$ cat config.mk
export PLATFORM = sky130hd
export DESIGN_NAME = qr_switch_ctrl
export DESIGN_NICKNAME = d
export VERILOG_FILES = /design/src/rtl/qr_ctrl_pkg.sv /design/src/rtl/qr_switch_ctrl.sv /design/src/rtl/sync2.sv
export SDC_FILE = /design/constraint.sdc
export NUM_CORES = 1
export LEC_CHECK = 0
export ABC_CLOCK_PERIOD_IN_PS = 4750
export BUFFER_PORTS_ARGS = -buffer_cell sky130_fd_sc_hd__buf_2
export CAP_MARGIN = 25
export CORE_MARGIN = 1.5
export CORE_UTILIZATION = 30
export CTS_CLUSTER_DIAMETER = 80
export DETAILED_ROUTE_END_ITERATION = 10
export PLACE_DENSITY_LB_ADDON = 0.15
export SLEW_MARGIN = 30
export SYNTH_ARGS = -nofsm -noshare
export SYNTH_HDL_FRONTEND = slang
export SYNTH_HIERARCHICAL = 1
export SYNTH_SLANG_ARGS = --single-unit
$ cat constraint.sdc
create_clock -name ref_clk -period 4.75 [get_ports ref_clk]
set_input_delay 0.95 -clock ref_clk [delete_from_list [all_inputs] [get_ports ref_clk]]
set_output_delay 0.95 -clock ref_clk [all_outputs]
set_load 0.02 [all_outputs]
$ cat src/rtl/qr_ctrl_pkg.sv
// Purpose: Constants shared by the quasi-resonant switch control logic.
// Assumes: 125 MHz timing clock (8 ns period).
// Notes: Times are kept in nanoseconds and converted to cycles here.
package qr_ctrl_pkg;

   localparam int unsigned CLK_PERIOD_NS = 8;
   localparam int unsigned CNT_W = 12;

   // Restart timeout after the last core-reset crossing or turn-off.
   localparam int unsigned RESTART_TIMEOUT_NS = 5000;
   // Minimum off time, slow and fast variants.
   localparam int unsigned MIN_OFF_SLOW_NS = 8000;
   localparam int unsigned MIN_OFF_FAST_NS = 4500;
   // Overvoltage plateau sample delay, slow and fast variants.
   localparam int unsigned OV_SAMPLE_SLOW_NS = 4500;
   localparam int unsigned OV_SAMPLE_FAST_NS = 1500;
   // Skip-level sense source current while the drive is low, in microamps.
   localparam int unsigned SKIP_SOURCE_UA = 200;
   // Analog levels handled by the comparators, in millivolts.
   localparam int unsigned CORE_RESET_LEVEL_MV = 50;
   localparam int unsigned OV_REF_MV = 5000;
   localparam int unsigned OV_TRIP_MV = 7200;

   // Least times round up to whole cycles.
   localparam logic [CNT_W-1:0] RESTART_TIMEOUT_CYC =
      CNT_W'((RESTART_TIMEOUT_NS + CLK_PERIOD_NS - 1) / CLK_PERIOD_NS);
   localparam logic [CNT_W-1:0] MIN_OFF_SLOW_CYC =
      CNT_W'((MIN_OFF_SLOW_NS + CLK_PERIOD_NS - 1) / CLK_PERIOD_NS);
   localparam logic [CNT_W-1:0] MIN_OFF_FAST_CYC =
      CNT_W'((MIN_OFF_FAST_NS + CLK_PERIOD_NS - 1) / CLK_PERIOD_NS);
   localparam logic [CNT_W-1:0] OV_SAMPLE_SLOW_CYC =
      CNT_W'((OV_SAMPLE_SLOW_NS + CLK_PERIOD_NS - 1) / CLK_PERIOD_NS);
   localparam logic [CNT_W-1:0] OV_SAMPLE_FAST_CYC =
      CNT_W'((OV_SAMPLE_FAST_NS + CLK_PERIOD_NS - 1) / CLK_PERIOD_NS);

   // Register offsets.
   localparam logic [3:0] ADDR_CTRL = 4'h0;
   localparam logic [3:0] ADDR_STATE = 4'h1;
   localparam logic [3:0] ADDR_IRQ_STATUS = 4'h2;
   localparam logic [3:0] ADDR_IRQ_MASK = 4'h3;

   // Control register fields.
   localparam int unsigned CTRL_FAST_BIT = 0;
   localparam int unsigned CTRL_ENABLE_BIT = 1;
   localparam logic [7:0] CTRL_RESET = 8'h02;

   // Interrupt status bit positions.
   localparam int unsigned IRQ_TURN_ON = 0;
   localparam int unsigned IRQ_TURN_OFF = 1;
   localparam int unsigned IRQ_SKIP = 2;
   localparam int unsigned IRQ_TIMEOUT = 3;
   localparam int unsigned IRQ_LATCH = 4;
   localparam int unsigned IRQ_W = 5;
   localparam logic [7:0] IRQ_MASK_RESET = 8'h00;

   typedef enum logic [1:0] {
      ST_OFF,
      ST_ON,
      ST_WAIT,
      ST_LATCHED
   } drive_state_t;

endpackage

$ cat src/rtl/qr_switch_ctrl.sv
// Purpose: Gate-drive sequencing for a free-running quasi-resonant flyback.
// Assumes: Comparators and supply monitor are external; 125 MHz clock.
// Notes: Operation
`timescale 1ns/10ps
`default_nettype none
module qr_switch_ctrl
   import qr_ctrl_pkg::*;
(
   // Clock and reset
   input wire logic ref_clk,
   input wire logic rst_n,
   // Comparator inputs
   input wire logic peak_reached,
   input wire logic skip_active,
   input wire logic core_reset_cross,
   input wire logic ov_above_trip,
   input wire logic feedback_input_grounded,
   input wire logic supply_collapsed,
   input wire logic supply_ok,
   // Power stage outputs
   output logic gate_drive,
   output logic skip_source_en,
   output logic overvoltage_latch,
   // Register port
   input wire logic [3:0] reg_addr,
   input wire logic [7:0] reg_wdata,
   input wire logic reg_wr,
   input wire logic reg_rd,
   output logic [7:0] reg_rdata,
   // Interrupt
   output logic irq
);
   import qr_ctrl_pkg::*;

   logic peak_s;
   logic skip_s;
   logic cross_s;
   logic ov_s;
   logic fb_gnd_s;
   logic collapse_s;
   logic supply_s;

   sync2 #(.W(7)) u_sync (
      .ref_clk(ref_clk),
      .rst_n(rst_n),
      .async_in({peak_reached, skip_active, core_reset_cross, ov_above_trip,
                 feedback_input_grounded, supply_collapsed, supply_ok}),
      .sync_out({peak_s, skip_s, cross_s, ov_s, fb_gnd_s, collapse_s, supply_s})
   );

   // Comparators may glitch at the threshold; the edge is taken after sync.
   logic cross_prev_q;
   logic cross_prev_d;
   logic cross_edge;

   drive_state_t state_q;
   drive_state_t state_d;
   logic [CNT_W-1:0] off_cnt_q;
   logic [CNT_W-1:0] off_cnt_d;
   logic [CNT_W-1:0] tmo_cnt_q;
   logic [CNT_W-1:0] tmo_cnt_d;
   logic sampled_q;
   logic sampled_d;
   logic gate_q;
   logic gate_d;
   logic [7:0] ctrl_q;
   logic [7:0] ctrl_d;
   logic [IRQ_W-1:0] status_q;
   logic [IRQ_W-1:0] status_d;
   logic [IRQ_W-1:0] mask_q;
   logic [IRQ_W-1:0] mask_d;
   logic [7:0] rdata_q;
   logic [7:0] rdata_d;

   logic fast;
   logic enable;
   logic min_off_done;
   logic tmo_done;
   logic sample_now;
   logic [IRQ_W-1:0] events;

   function automatic logic [CNT_W-1:0] sat_inc(input logic [CNT_W-1:0] v);
      sat_inc = (v == '1) ? v : v + CNT_W'(1);
   endfunction

   assign fast = ctrl_q[CTRL_FAST_BIT];
   assign enable = ctrl_q[CTRL_ENABLE_BIT];
   assign cross_edge = cross_s && !cross_prev_q;
   assign min_off_done = off_cnt_q >= (fast ? MIN_OFF_FAST_CYC : MIN_OFF_SLOW_CYC);
   assign tmo_done = tmo_cnt_q >= RESTART_TIMEOUT_CYC;
   assign sample_now = (state_q == ST_OFF || state_q == ST_WAIT) && !sampled_q &&
                       off_cnt_q == (fast ? OV_SAMPLE_FAST_CYC : OV_SAMPLE_SLOW_CYC);

   always_comb begin
      cross_prev_d = cross_s;
      state_d = state_q;
      gate_d = 1'b0;
      off_cnt_d = sat_inc(off_cnt_q);
      sampled_d = sampled_q || sample_now;
      tmo_cnt_d = cross_edge ? '0 : sat_inc(tmo_cnt_q);
      events = '0;
      case (state_q)
         ST_ON: begin
            gate_d = 1'b1;
            // Current sense ends the on time; feedback grounding also stops it.
            if (peak_s || fb_gnd_s || !enable || !supply_s) begin
               state_d = ST_OFF;
               gate_d = 1'b0;
               off_cnt_d = '0;
               sampled_d = 1'b0;
               tmo_cnt_d = '0;
               events[IRQ_TURN_OFF] = 1'b1;
            end
         end
         ST_OFF, ST_WAIT: begin
            if (sample_now && ov_s) begin
               state_d = ST_LATCHED;
               events[IRQ_LATCH] = 1'b1;
            end else if (min_off_done && enable && supply_s && !fb_gnd_s) begin
               if (skip_s) begin
                  // Start events are swallowed while skipping.
                  if ((cross_edge || tmo_done) && state_q == ST_OFF) begin
                     events[IRQ_SKIP] = 1'b1;
                  end
                  if (tmo_done) begin
                     state_d = ST_WAIT;
                  end
               end else if (cross_edge) begin
                  state_d = ST_ON;
                  gate_d = 1'b1;
                  events[IRQ_TURN_ON] = 1'b1;
               end else if (tmo_done) begin
                  state_d = ST_ON;
                  gate_d = 1'b1;
                  events[IRQ_TURN_ON] = 1'b1;
                  events[IRQ_TIMEOUT] = 1'b1;
               end
            end
         end
         ST_LATCHED: begin
            // Only a supply collapse releases the latch.
            if (collapse_s) begin
               state_d = ST_OFF;
               off_cnt_d = '0;
               sampled_d = 1'b1;
            end
         end
         default: state_d = ST_OFF;
      endcase
   end

   always_ff @(posedge ref_clk) begin
      if (!rst_n) begin
         cross_prev_q <= 1'b0;
         state_q <= ST_OFF;
         gate_q <= 1'b0;
         off_cnt_q <= '0;
         tmo_cnt_q <= '0;
         sampled_q <= 1'b1;
      end else begin
         cross_prev_q <= cross_prev_d;
         state_q <= state_d;
         gate_q <= gate_d;
         off_cnt_q <= off_cnt_d;
         tmo_cnt_q <= tmo_cnt_d;
         sampled_q <= sampled_d;
      end
   end

   // Register file; a status set wins over a write-one clear.
   always_comb begin
      ctrl_d = ctrl_q;
      mask_d = mask_q;
      status_d = status_q;
      rdata_d = 8'h00;
      if (reg_wr) begin
         if (reg_addr == ADDR_CTRL) begin
            ctrl_d = reg_wdata & 8'h03;
         end else if (reg_addr == ADDR_IRQ_STATUS) begin
            status_d = status_q & ~reg_wdata[IRQ_W-1:0];
         end else if (reg_addr == ADDR_IRQ_MASK) begin
            mask_d = reg_wdata[IRQ_W-1:0];
         end
      end
      status_d = status_d | events;
      if (reg_rd) begin
         if (reg_addr == ADDR_CTRL) begin
            rdata_d = ctrl_q;
         end else if (reg_addr == ADDR_STATE) begin
            rdata_d = {3'b000, skip_s, sampled_q, state_q == ST_LATCHED, state_q};
         end else if (reg_addr == ADDR_IRQ_STATUS) begin
            rdata_d = {3'b000, status_q};
         end else if (reg_addr == ADDR_IRQ_MASK) begin
            rdata_d = {3'b000, mask_q};
         end else begin
            rdata_d = 8'h00;
         end
      end
   end

   always_ff @(posedge ref_clk) begin
      if (!rst_n) begin
         ctrl_q <= CTRL_RESET;
         mask_q <= IRQ_MASK_RESET[IRQ_W-1:0];
         status_q <= '0;
         rdata_q <= 8'h00;
      end else begin
         ctrl_q <= ctrl_d;
         mask_q <= mask_d;
         status_q <= status_d;
         rdata_q <= rdata_d;
      end
   end

   assign gate_drive = gate_q;
   assign skip_source_en = !gate_q;
   assign overvoltage_latch = state_q == ST_LATCHED;
   assign reg_rdata = rdata_q;
   assign irq = |(status_q & mask_q);
endmodule // qr_switch_ctrl
`default_nettype wire

$ cat src/rtl/sync2.sv
// Purpose: Two-flop synchroniser for comparator levels.
// Assumes: Inputs are slow analog comparator levels.
// Notes: The first stage is read only by the second stage.
`timescale 1ns/10ps
`default_nettype none
module sync2 #(
   parameter int unsigned W = 1
) (
   // Clock and reset
   input wire logic ref_clk,
   input wire logic rst_n,
   // Data
   input wire logic [W-1:0] async_in,
   output logic [W-1:0] sync_out
);
   logic [W-1:0] meta_q;
   logic [W-1:0] meta_d;
   logic [W-1:0] sync_q;
   logic [W-1:0] sync_d;

   always_comb begin
      meta_d = async_in;
      sync_d = meta_q;
   end

   always_ff @(posedge ref_clk) begin
      if (!rst_n) begin
         meta_q <= '0;
         sync_q <= '0;
      end else begin
         meta_q <= meta_d;
         sync_q <= sync_d;
      end
   end

   assign sync_out = sync_q;
endmodule // sync2
`default_nettype wire
Word level (Yosys, flattened, before mapping)
Cells that the tools add are included.
{ "op_classes": {"add_sub_neg": 2, "magnitude_cmp": 2, "eq_ne": 14, "mux": 47, "bitwise_logic": 7, "n_reduce_logical": 30} }
{ "ops": {"columns": ["cell", "count"], "rows": [
  ["two-way mux 12 bit", 7],
  ["two-way mux 5 bit", 6],
  ["adder 12 x 1 -> 12 bit, second input constant", 2],
  ["== test 12 bit, second input constant", 2],
  ["one-hot mux 12 bit (2 select lines)", 1],
  ["two-way mux 2 bit", 11],
  ["two-way mux 1 bit", 16],
  ["== test 12 x 10 -> 1 bit", 1],
  [">= comparator 12 x 10 -> 1 bit", 1],
  [">= comparator 12 x 10 -> 1 bit, second input constant", 1],
  ["bitwise AND 5 bit", 2],
  ["two-way mux 10 bit", 1],
  ["two-way mux 9 bit", 1],
  ["== test 4 x 2 -> 1 bit, second input constant", 2],
  ["logical AND 1 bit", 8],
  ["!= test 4 bit, second input constant", 2],
  ["logical NOT 1 bit", 6],
  ["logical OR 1 bit", 6],
  ["one-hot mux 2 bit (3 select lines)", 1],
  ["inverter 5 bit", 1],
  ["bitwise OR 5 bit", 1],
  ["AND reduction 5 bit", 1],
  ["OR reduction 5 bit", 1],
  ["== test 2 bit, second input constant", 2],
  ["other kinds (14)", 19]
]} }
{ "word_totals": {"register_bits": 63, "inputBits": 23, "elab_cells": 116} }

Logic depth before layout (Yosys ltp)
Gate-level depths: netlist of run 1.
{ "logic_depth": {"ltp_word": 10, "mapped_depth": 7, "mapped_depth_nobuf": 7} }

Modules after synthesis
The synthesis of run 1 kept the hierarchy.
{ "by_module_without_submodules": {"columns": ["module", "instances", "cells_per_inst", "area_per_inst_um2"], "rows": [
  ["qr_switch_ctrl", 1, 300, 2474.9],
  ["sync2", 1, 29, 391.6]
]} }

Least setup slack after synthesis of run 1
No wires, ideal clock.
{ "synth_timing": {"path_kind": "input port to flip-flop", "start": "in reg_addr[3]", "end": "reg ctrl_q[1]", "setup_time_ns": 0.125, "t_arrival_ns": 2.084, "t_required_ns": 4.625, "setup_slack_ns": 2.541, "cell_stages": 4, "cell_sequence": "or3_1 -> or3b_2 -> mux2i_1 -> nand2_1"} }
{ "synth_via": {"elab_chain_len": 2} }
{ "synth_rtl": {"columns": ["item", "line_no", "source"], "rows": [
  ["start, declared", "qr_switch_ctrl.sv:25", "input wire logic [3:0] reg_addr,"],
  ["logical NOT 4 bit", "qr_switch_ctrl.sv:177", "if (reg_addr == ADDR_CTRL) begin"],
  ["AND reduction 2 bit (no source line)", null, null],
  ["end signal, assigned", "qr_switch_ctrl.sv:208", "ctrl_q <= ctrl_d;"],
  ["end, declared", "qr_switch_ctrl.sv:66", "logic [7:0] ctrl_q;"]
]} }
Every way passes these cells.
A chain may end at the register's enable or synchronous reset.

Worst setup path in the final report of run 1
{ "layout_timing": {"start": "reg state_q[0]", "end": "out overvoltage_latch"} }
{ "layout_via": {"elab_chain_len": 1} }
{ "layout_rtl": {"columns": ["item", "line_no", "source"], "rows": [
  ["start, declared", "qr_switch_ctrl.sv:56", "drive_state_t state_q;"],
  ["start signal, assigned", "qr_switch_ctrl.sv:162", "state_q <= state_d;"],
  ["== test 2 bit", "qr_switch_ctrl.sv:217", "assign overvoltage_latch = state_q == ST_LATCHED;"],
  ["end, declared", "qr_switch_ctrl.sv:23", "output logic overvoltage_latch,"]
]} }
Every way passes these cells.

==> results of run 1 <==
## power by group
part / switching, mW / total (mW) / internal (mW)
logic: 0.0334 / 0.0581 / 0.0248
clock network: 0.223 / 0.521 / 0.298
registers: 0.00805 / 0.522 / 0.514
total: 0.264 / 1.10 / 0.837
## per-layer routing
layer / track usage / wire length [um]
met1: 0.1821 / 3313
met2: 0.1980 / 2624
met3: 0.02774 / 231
met4: 0.06501 / 126
met5: 0 / 0
## kinds of logic (layout without fill, tap and decap cells)
| logic type | after synthesis | after routing | synth area share |
|---|---|---|---|
| other | 1 | 3 | 0.001308 |
| xor gates and xnor gates | 13 | 13 | 0.03972 |
| buffers and inverters | 21 | 55 | 0.03405 |
| and+or+nand+nor | 148 | 148 | 0.2698 |
| AOI/OAI and AO/OA | 63 | 63 | 0.1454 |
| adders and majority gates | 11 | 11 | 0.04801 |
| muxes | 12 | 12 | 0.04278 |
| DFF | 60 | 60 | 0.4190 |
## cell usage after synthesis (all sizes together) (2+ instances only)
cell,number,area [um^2]
xnor2,3,26.28
nor4,5,31.28
or3,4,25.02
nor3b,4,30.03
a21boi,2,15.01
inv,10,37.54
and3,3,20.02
xor2,10,87.58
nand2,30,112.6
nor2,40,150.1
nand2b,2,12.51
and4,3,26.28
nand4,10,62.56
o21ai,16,80.08
mux2i,10,100.1
mux2,2,22.52
nor2b,8,50.05
dfxtp,60,1201
a211oi,2,15.01
a21oi,12,60.06
ha,11,137.6
buf,4,33.78
nor3,6,30.03
a21o,4,30.03
o21bai,5,37.54
nand3,9,45.04
o211ai,4,30.03
o31ai,3,22.52
a31oi,3,18.77
and2,18,126.4
clkbuf,7,26.28
## final cells by class
| class | instances | area (um^2) |
|---|---|---|
| sequential | 60 | 1201 |
| clock buffer | 9 | 123.9 |
| inverter | 10 | 37.54 |
| tap | 129 | 161.4 |
| clock inverter | 7 | 98.84 |
| timing repair buffer | 29 | 147.6 |
| multi-input combinational | 250 | 1575 |
| fill | 991 | 5894 |
## per-stage QoR
step | setup slack [ns] | utilization | std cells
detailed placement | 2.329 | 0.3380 | 478
CTS | 2.439 | 0.3621 | 494
global placement | 2.316 | 0.3380 | 478
finish | 2.459 | 0.3621 | 494
floorplan | 2.541 | - | 331
global route | 2.359 | 0.3621 | 494
## registers in the layout, summed over array words and instances (netlist names), 2 cells and up
signal	flops
tmo_cnt_q	12
off_cnt_q	12
reg_rdata	5
ctrl_q	2
mask_q	5
u_sync/sync_out	7
u_sync/meta_q	7
state_q	2
status_q	5
## how the worst min path moves through the flow
stage                                         end  slack, ns  cells past startpoint
floorplan           u_sync/sync_out[0]$_SDFF_PN0_       0.43                      1
global placement    u_sync/sync_out[4]$_SDFF_PN0_       0.43                      1
detailed placement  u_sync/sync_out[6]$_SDFF_PN0_       0.43                      1
CTS                 u_sync/sync_out[2]$_SDFF_PN0_       0.45                      1
global route        u_sync/sync_out[4]$_SDFF_PN0_       0.46                      1
finish              u_sync/sync_out[6]$_SDFF_PN0_       0.45                      1
==> results.sh, run 1 <==
export IMPL_status="complete, no violations"
export IMPL_die_x_um=100.8
export IMPL_gp_congestion=0.7622
export IMPL_dieHeight_um=100.8
export IMPL_final_common_cell="dfxtp_1"
export IMPL_path_cells="inv_1 > nor2_1 > buf_2"
export IMPL_critPathLaunch="state_q[0]$_SDFFE_PN0P_"
export IMPL_dpl_instance_area_um2=3123
export IMPL_grt_antenna_before_repair=0
export IMPL_hpwlAfterDp_mm=4.602
export IMPL_clk_pin_slew_ns=0.07
export IMPL_synth_area_per_cell_um2=8.713
export IMPL_cp_arrival_ns=1.34
export IMPL_final_max_slew_viol_count=0
export IMPL_r2r_cells=6
export IMPL_cts_sinks=60
export IMPL_n_antenna_cell=0
export IMPL_synth_flop_cell="dfxtp_1"
export IMPL_p_leak_nw=1.366
export IMPL_grt_total_usage=0.1329
export IMPL_min_delay_start="u_sync/meta_q[6]$_SDFF_PN0_"
export IMPL_hold_ws_ns=0.4490
export IMPL_crit_path_end_kind="primary output"
export IMPL_grt_pass1_wl_mm=10.56
export IMPL_rows=35
export IMPL_cp_top_family="flip-flops"
export IMPL_rsz0062_at_grt="false"
export IMPL_drtPass1Iterations=4
export IMPL_crit_fanout=6
export IMPL_design_area_um2=3346
export IMPL_endpoint="overvoltage_latch"
export IMPL_seq_area_frac_synth=0.4190
export IMPL_grt_pass1_vias=2191
export IMPL_core_area_um2=9240
export IMPL_fin_worst_skew_ns=0.01536
export IMPL_final_cell_mix="dfxtp_1, nor2_1, nand2_1, buf_2, o21ai_0"
export IMPL_drc_errors=0
export IMPL_slew_headroom=0.6509
export IMPL_cts_tree="built"
export IMPL_nNetsFinal=394
export IMPL_num_vias=2376
export IMPL_period_minus_slack_ns=2.291
export IMPL_post_cts_buffers=0
export IMPL_ys_types=53
export IMPL_synth_edf_count=0
export IMPL_max_stage_delay_ns=0.42
export IMPL_worstSetupPathType="reg -> out"
export IMPL_peakVddDrop_mv=0.1241
export IMPL_setup_tns_ns=0
export IMPL_grt_max_degree=35
export IMPL_hold_path_class="reg -> reg"
export IMPL_cp_depth=3
export IMPL_rrSetupSlack_ns=2.48
export IMPL_final_layout_size_suffix_gt1_frac=0.1753
export IMPL_finalPower_mw=1.101
export IMPL_startpoint_type="register"
export IMPL_die_area_um2=10150
export IMPL_post_cts_resized=0
export IMPL_max_freq_ghz=0.4365
export IMPL_required_ns=3.80
export IMPL_hold_violations=0
export IMPL_numCtsBuffers=9
export IMPL_max_cap_violations=0
export IMPL_critPathBufInv=2
export IMPL_synthCells=329
export IMPL_ant_nets=0
export IMPL_ios=35
export IMPL_wl_per_cell_um=12.74
export IMPL_cts_hold_fix_buffers=0
export IMPL_io_buffers=28
export IMPL_clockBufferDepth=2
export IMPL_htreeDepth=3
export IMPL_initial_utilization=0.3102
export IMPL_grt_ovfl_total=0
export IMPL_setup_viol=0
export IMPL_reg2reg_from="ctrl_q[0]$_SDFFE_PN0P_"
export IMPL_synthArstFlopShare=0
export IMPL_routed_wirelength_mm=6.295
export IMPL_cpMaxStageDelayCell="dfxtp_1"
export IMPL_clk_latency_ns=0.34
export IMPL_ys_warn_count=6
export IMPL_ys_ff_latch=60
export IMPL_worst_pin_slew_ns=0.5223
export IMPL_vias_per_cell=4.810
export IMPL_p_per_area_nw_per_um2=329.1
export IMPL_r2r_end="status_q[2]$_SDFF_PN0_"
export IMPL_syn_to_final_growth_pct=16.72
export IMPL_post_route_period_util=0.4823
export IMPL_clock_root_buffer="clkbuf_8"
export IMPL_drt_iter0_drc=77
export IMPL_synth_cell_area_um2=2866
Note: power is estimated with default switching activity, not from simulation.
==> run 2, diff against run 1 <==
- ABC_CLOCK_PERIOD_IN_PS: 4750 -> 2200
- clock period: 4.75 -> 2.2 ns (I/O delays scaled with it)
==> run 2 against run 1 <==
  * Critical path type is now reg -> reg
  * Clock power grew 110%
  * Via count about the same
  * Largest power group unchanged
  * Sequential power up 120%
  * Combinational power increased by 130%
  * First-iteration DRC count rose by 40%
  * Final cell count rose by 1.8%
  * Die area unchanged
  * Count of clock-buffer cells in the layout is 4 higher
  * Register-to-register slack worse by 2.4 ns
==> results.sh, run 2 (synthesized netlist as in run 1, its figures left out) <==
export IMPL_cpMaxStageDelayCell="a211o_1"
export IMPL_hold_depth=2
export IMPL_rrSetupSlack_ns=0.09
export IMPL_setup_viol=0
export IMPL_cp_depth=7
export IMPL_ant_nets=0
export IMPL_p_leak_nw=1.407
export IMPL_required_ns=2.46
export IMPL_final_cell_mix="dfxtp_1, nor2_1, nand2_1, buf_2, o21ai_0"
export IMPL_p_per_area_nw_per_um2=688.0
export IMPL_post_route_period_util=0.9570
export IMPL_wl_per_cell_um=12.67
export IMPL_cp_arrival_ns=2.37
export IMPL_crit_fanout=4
export IMPL_drtPass1Iterations=5
export IMPL_grt_pass1_vias=2192
export IMPL_top_layer="met4"
export IMPL_hold_path_class="in -> reg"
export IMPL_grt_pass1_wl_mm=10.72
export IMPL_dr_wl_met3_um=296
export IMPL_drt_iter0_drc=108
export IMPL_wl_met2_mm=2.718
export IMPL_setup_tns_ns=0
export IMPL_grt_total_usage=0.1356
export IMPL_max_freq_ghz=0.4750
export IMPL_post_cts_buffers=0
export IMPL_reg_top3="off_cnt_q (12), tmo_cnt_q (12)"
export IMPL_clock_root_buffer="clkbuf_8"
export IMPL_ios=35
export IMPL_fillCellCount=984
export IMPL_clk_latency_ns=0.35
export IMPL_startpoint_type="register"
export IMPL_grt_max_degree=22
export IMPL_htreeDepth=3
export IMPL_cts_sinks=60
export IMPL_worst_pin_slew_ns=0.6434
export IMPL_critPathBufInv=1
export IMPL_hold_violations=0
export IMPL_final_max_slew_viol_count=0
export IMPL_numCtsBuffers=9
export IMPL_max_stage_delay_ns=0.37
export IMPL_vias_per_cell=4.720
export IMPL_grt_ovfl_total=0
export IMPL_die_x_um=100.8
export IMPL_hold_ws_ns=0.3113
export IMPL_worstSetupPathType="reg -> reg"
export IMPL_reg2reg_from="off_cnt_q[0]$_SDFF_PN0_"
export IMPL_initial_utilization=0.3102
export IMPL_gp_congestion=0.7982
export IMPL_status="complete, no violations"
export IMPL_n_antenna_cell=0
export IMPL_peakVddDrop_mv=0.2058
export IMPL_core_area_um2=9240
export IMPL_final_layout_size_suffix_gt1_frac=0.1979
export IMPL_cts_tree="built"
export IMPL_routed_wirelength_mm=6.375
export IMPL_min_delay_start="supply_ok"
export IMPL_r2r_end="state_q[1]$_SDFFE_PN0P_"
export IMPL_grt_antenna_before_repair=0
export IMPL_crit_path_end_kind="register"
export IMPL_clockBufferDepth=2
export IMPL_clk_pin_slew_ns=0.08
export IMPL_num_vias=2374
export IMPL_met1_length_mm=3.269
export IMPL_io_buffers=28
export IMPL_final_common_cell="dfxtp_1"
export IMPL_rows=35
export IMPL_r2r_cells=7
export IMPL_fin_worst_skew_ns=0.01711
export IMPL_max_cap_violations=0
export IMPL_syn_to_final_growth_pct=19.16
export IMPL_dieHeight_um=100.8
export IMPL_rsz0062_at_grt="false"
export IMPL_drc_errors=0
export IMPL_slew_headroom=0.5666
export IMPL_period_minus_slack_ns=2.105
export IMPL_nNetsFinal=403
export IMPL_path_cells="inv_1 > ha_1 > nand2b_1 > a311o_1 > a211o_1 > o211a_1 > o211ai_1"
export IMPL_hold_end="u_sync/meta_q[0]$_SDFF_PN0_"
export IMPL_hpwlAfterDp_mm=4.681
export IMPL_cp_top_family="compound AO/OA/AOI/OAI gates"
export IMPL_die_area_um2=10150
==> run 2: worst max-delay path by stage <==
stage / startpoint / to / slack [ns]
after floorplan: ctrl_q[0]$_SDFFE_PN0P_ / status_q[3]$_SDFF_PN0_ / 0.23
after global placement: off_cnt_q[0]$_SDFF_PN0_ / status_q[3]$_SDFF_PN0_ / 0.07
after detailed placement: off_cnt_q[0]$_SDFF_PN0_ / status_q[3]$_SDFF_PN0_ / 0.04
after CTS: off_cnt_q[0]$_SDFF_PN0_ / status_q[2]$_SDFF_PN0_ / 0.008
after global routing: off_cnt_q[0]$_SDFF_PN0_ / state_q[1]$_SDFFE_PN0P_ / 0.02
final: off_cnt_q[0]$_SDFF_PN0_ / state_q[1]$_SDFFE_PN0P_ / 0.09
==> run 2: repair_timing <==
item,4_1_cts,5_1_grt
hold buffers,0,0
setup endpoints to repair,0,4
hold endpoints to repair,0,0
resized for setup,0,1
==> run 2: power by group <==
part / leakage [nW] / switching (mW) / total [mW] / internal, mW
registers: 0.488 / 0.0159 / 1.13 / 1.11
clock network: 0.112 / 0.446 / 1.09 / 0.645
logic: 0.808 / 0.0750 / 0.133 / 0.0577
==> run 2: per-stage QoR <==
step                area (um^2)  utilization  power, mW  setup slack, ns  std cells
floorplan                  2874            -      1.238           0.2322        331
global placement           3191       0.3453      1.283          0.06946        487
detailed placement         3191       0.3453      1.283          0.04402        487
CTS                        3412       0.3693      2.392         0.007591        503
global route               3416       0.3697      2.454          0.01744        503
finish                     3416       0.3697      2.350          0.09457        503
==> run 2: worst register-to-register path, delay by kind of cell (launching register included) <==
| kind | cells | cell delay (ns) |
|---|---|---|
| compound gates | 4 | 1.12 |
| fa+ha+maj | 1 | 0.31 |
| buf+inv | 1 | 0.09 |
| flops | 1 | 0.36 |
| simple gates | 1 | 0.14 |
==> run 2: metal layers <==
metal,vias up,track usage
li1,1238,-
met1,1068,0.1829
met2,60,0.2006
met3,8,0.04230
met4,0,0.05417
met5,-,0
==> run 2: layout make-up <==
type                            count  area, um^2  share of cell area
Clock inverter                      3       42.54             0.01245
Clock buffer                       13       178.9             0.05238
Inverter                           10       37.54             0.01099
Tap cell                          129       161.4             0.04725
Multi-Input combinational cell    250        1579              0.4623
Timing Repair Buffer               38       215.2             0.06300
Sequential cell                    60        1201              0.3516
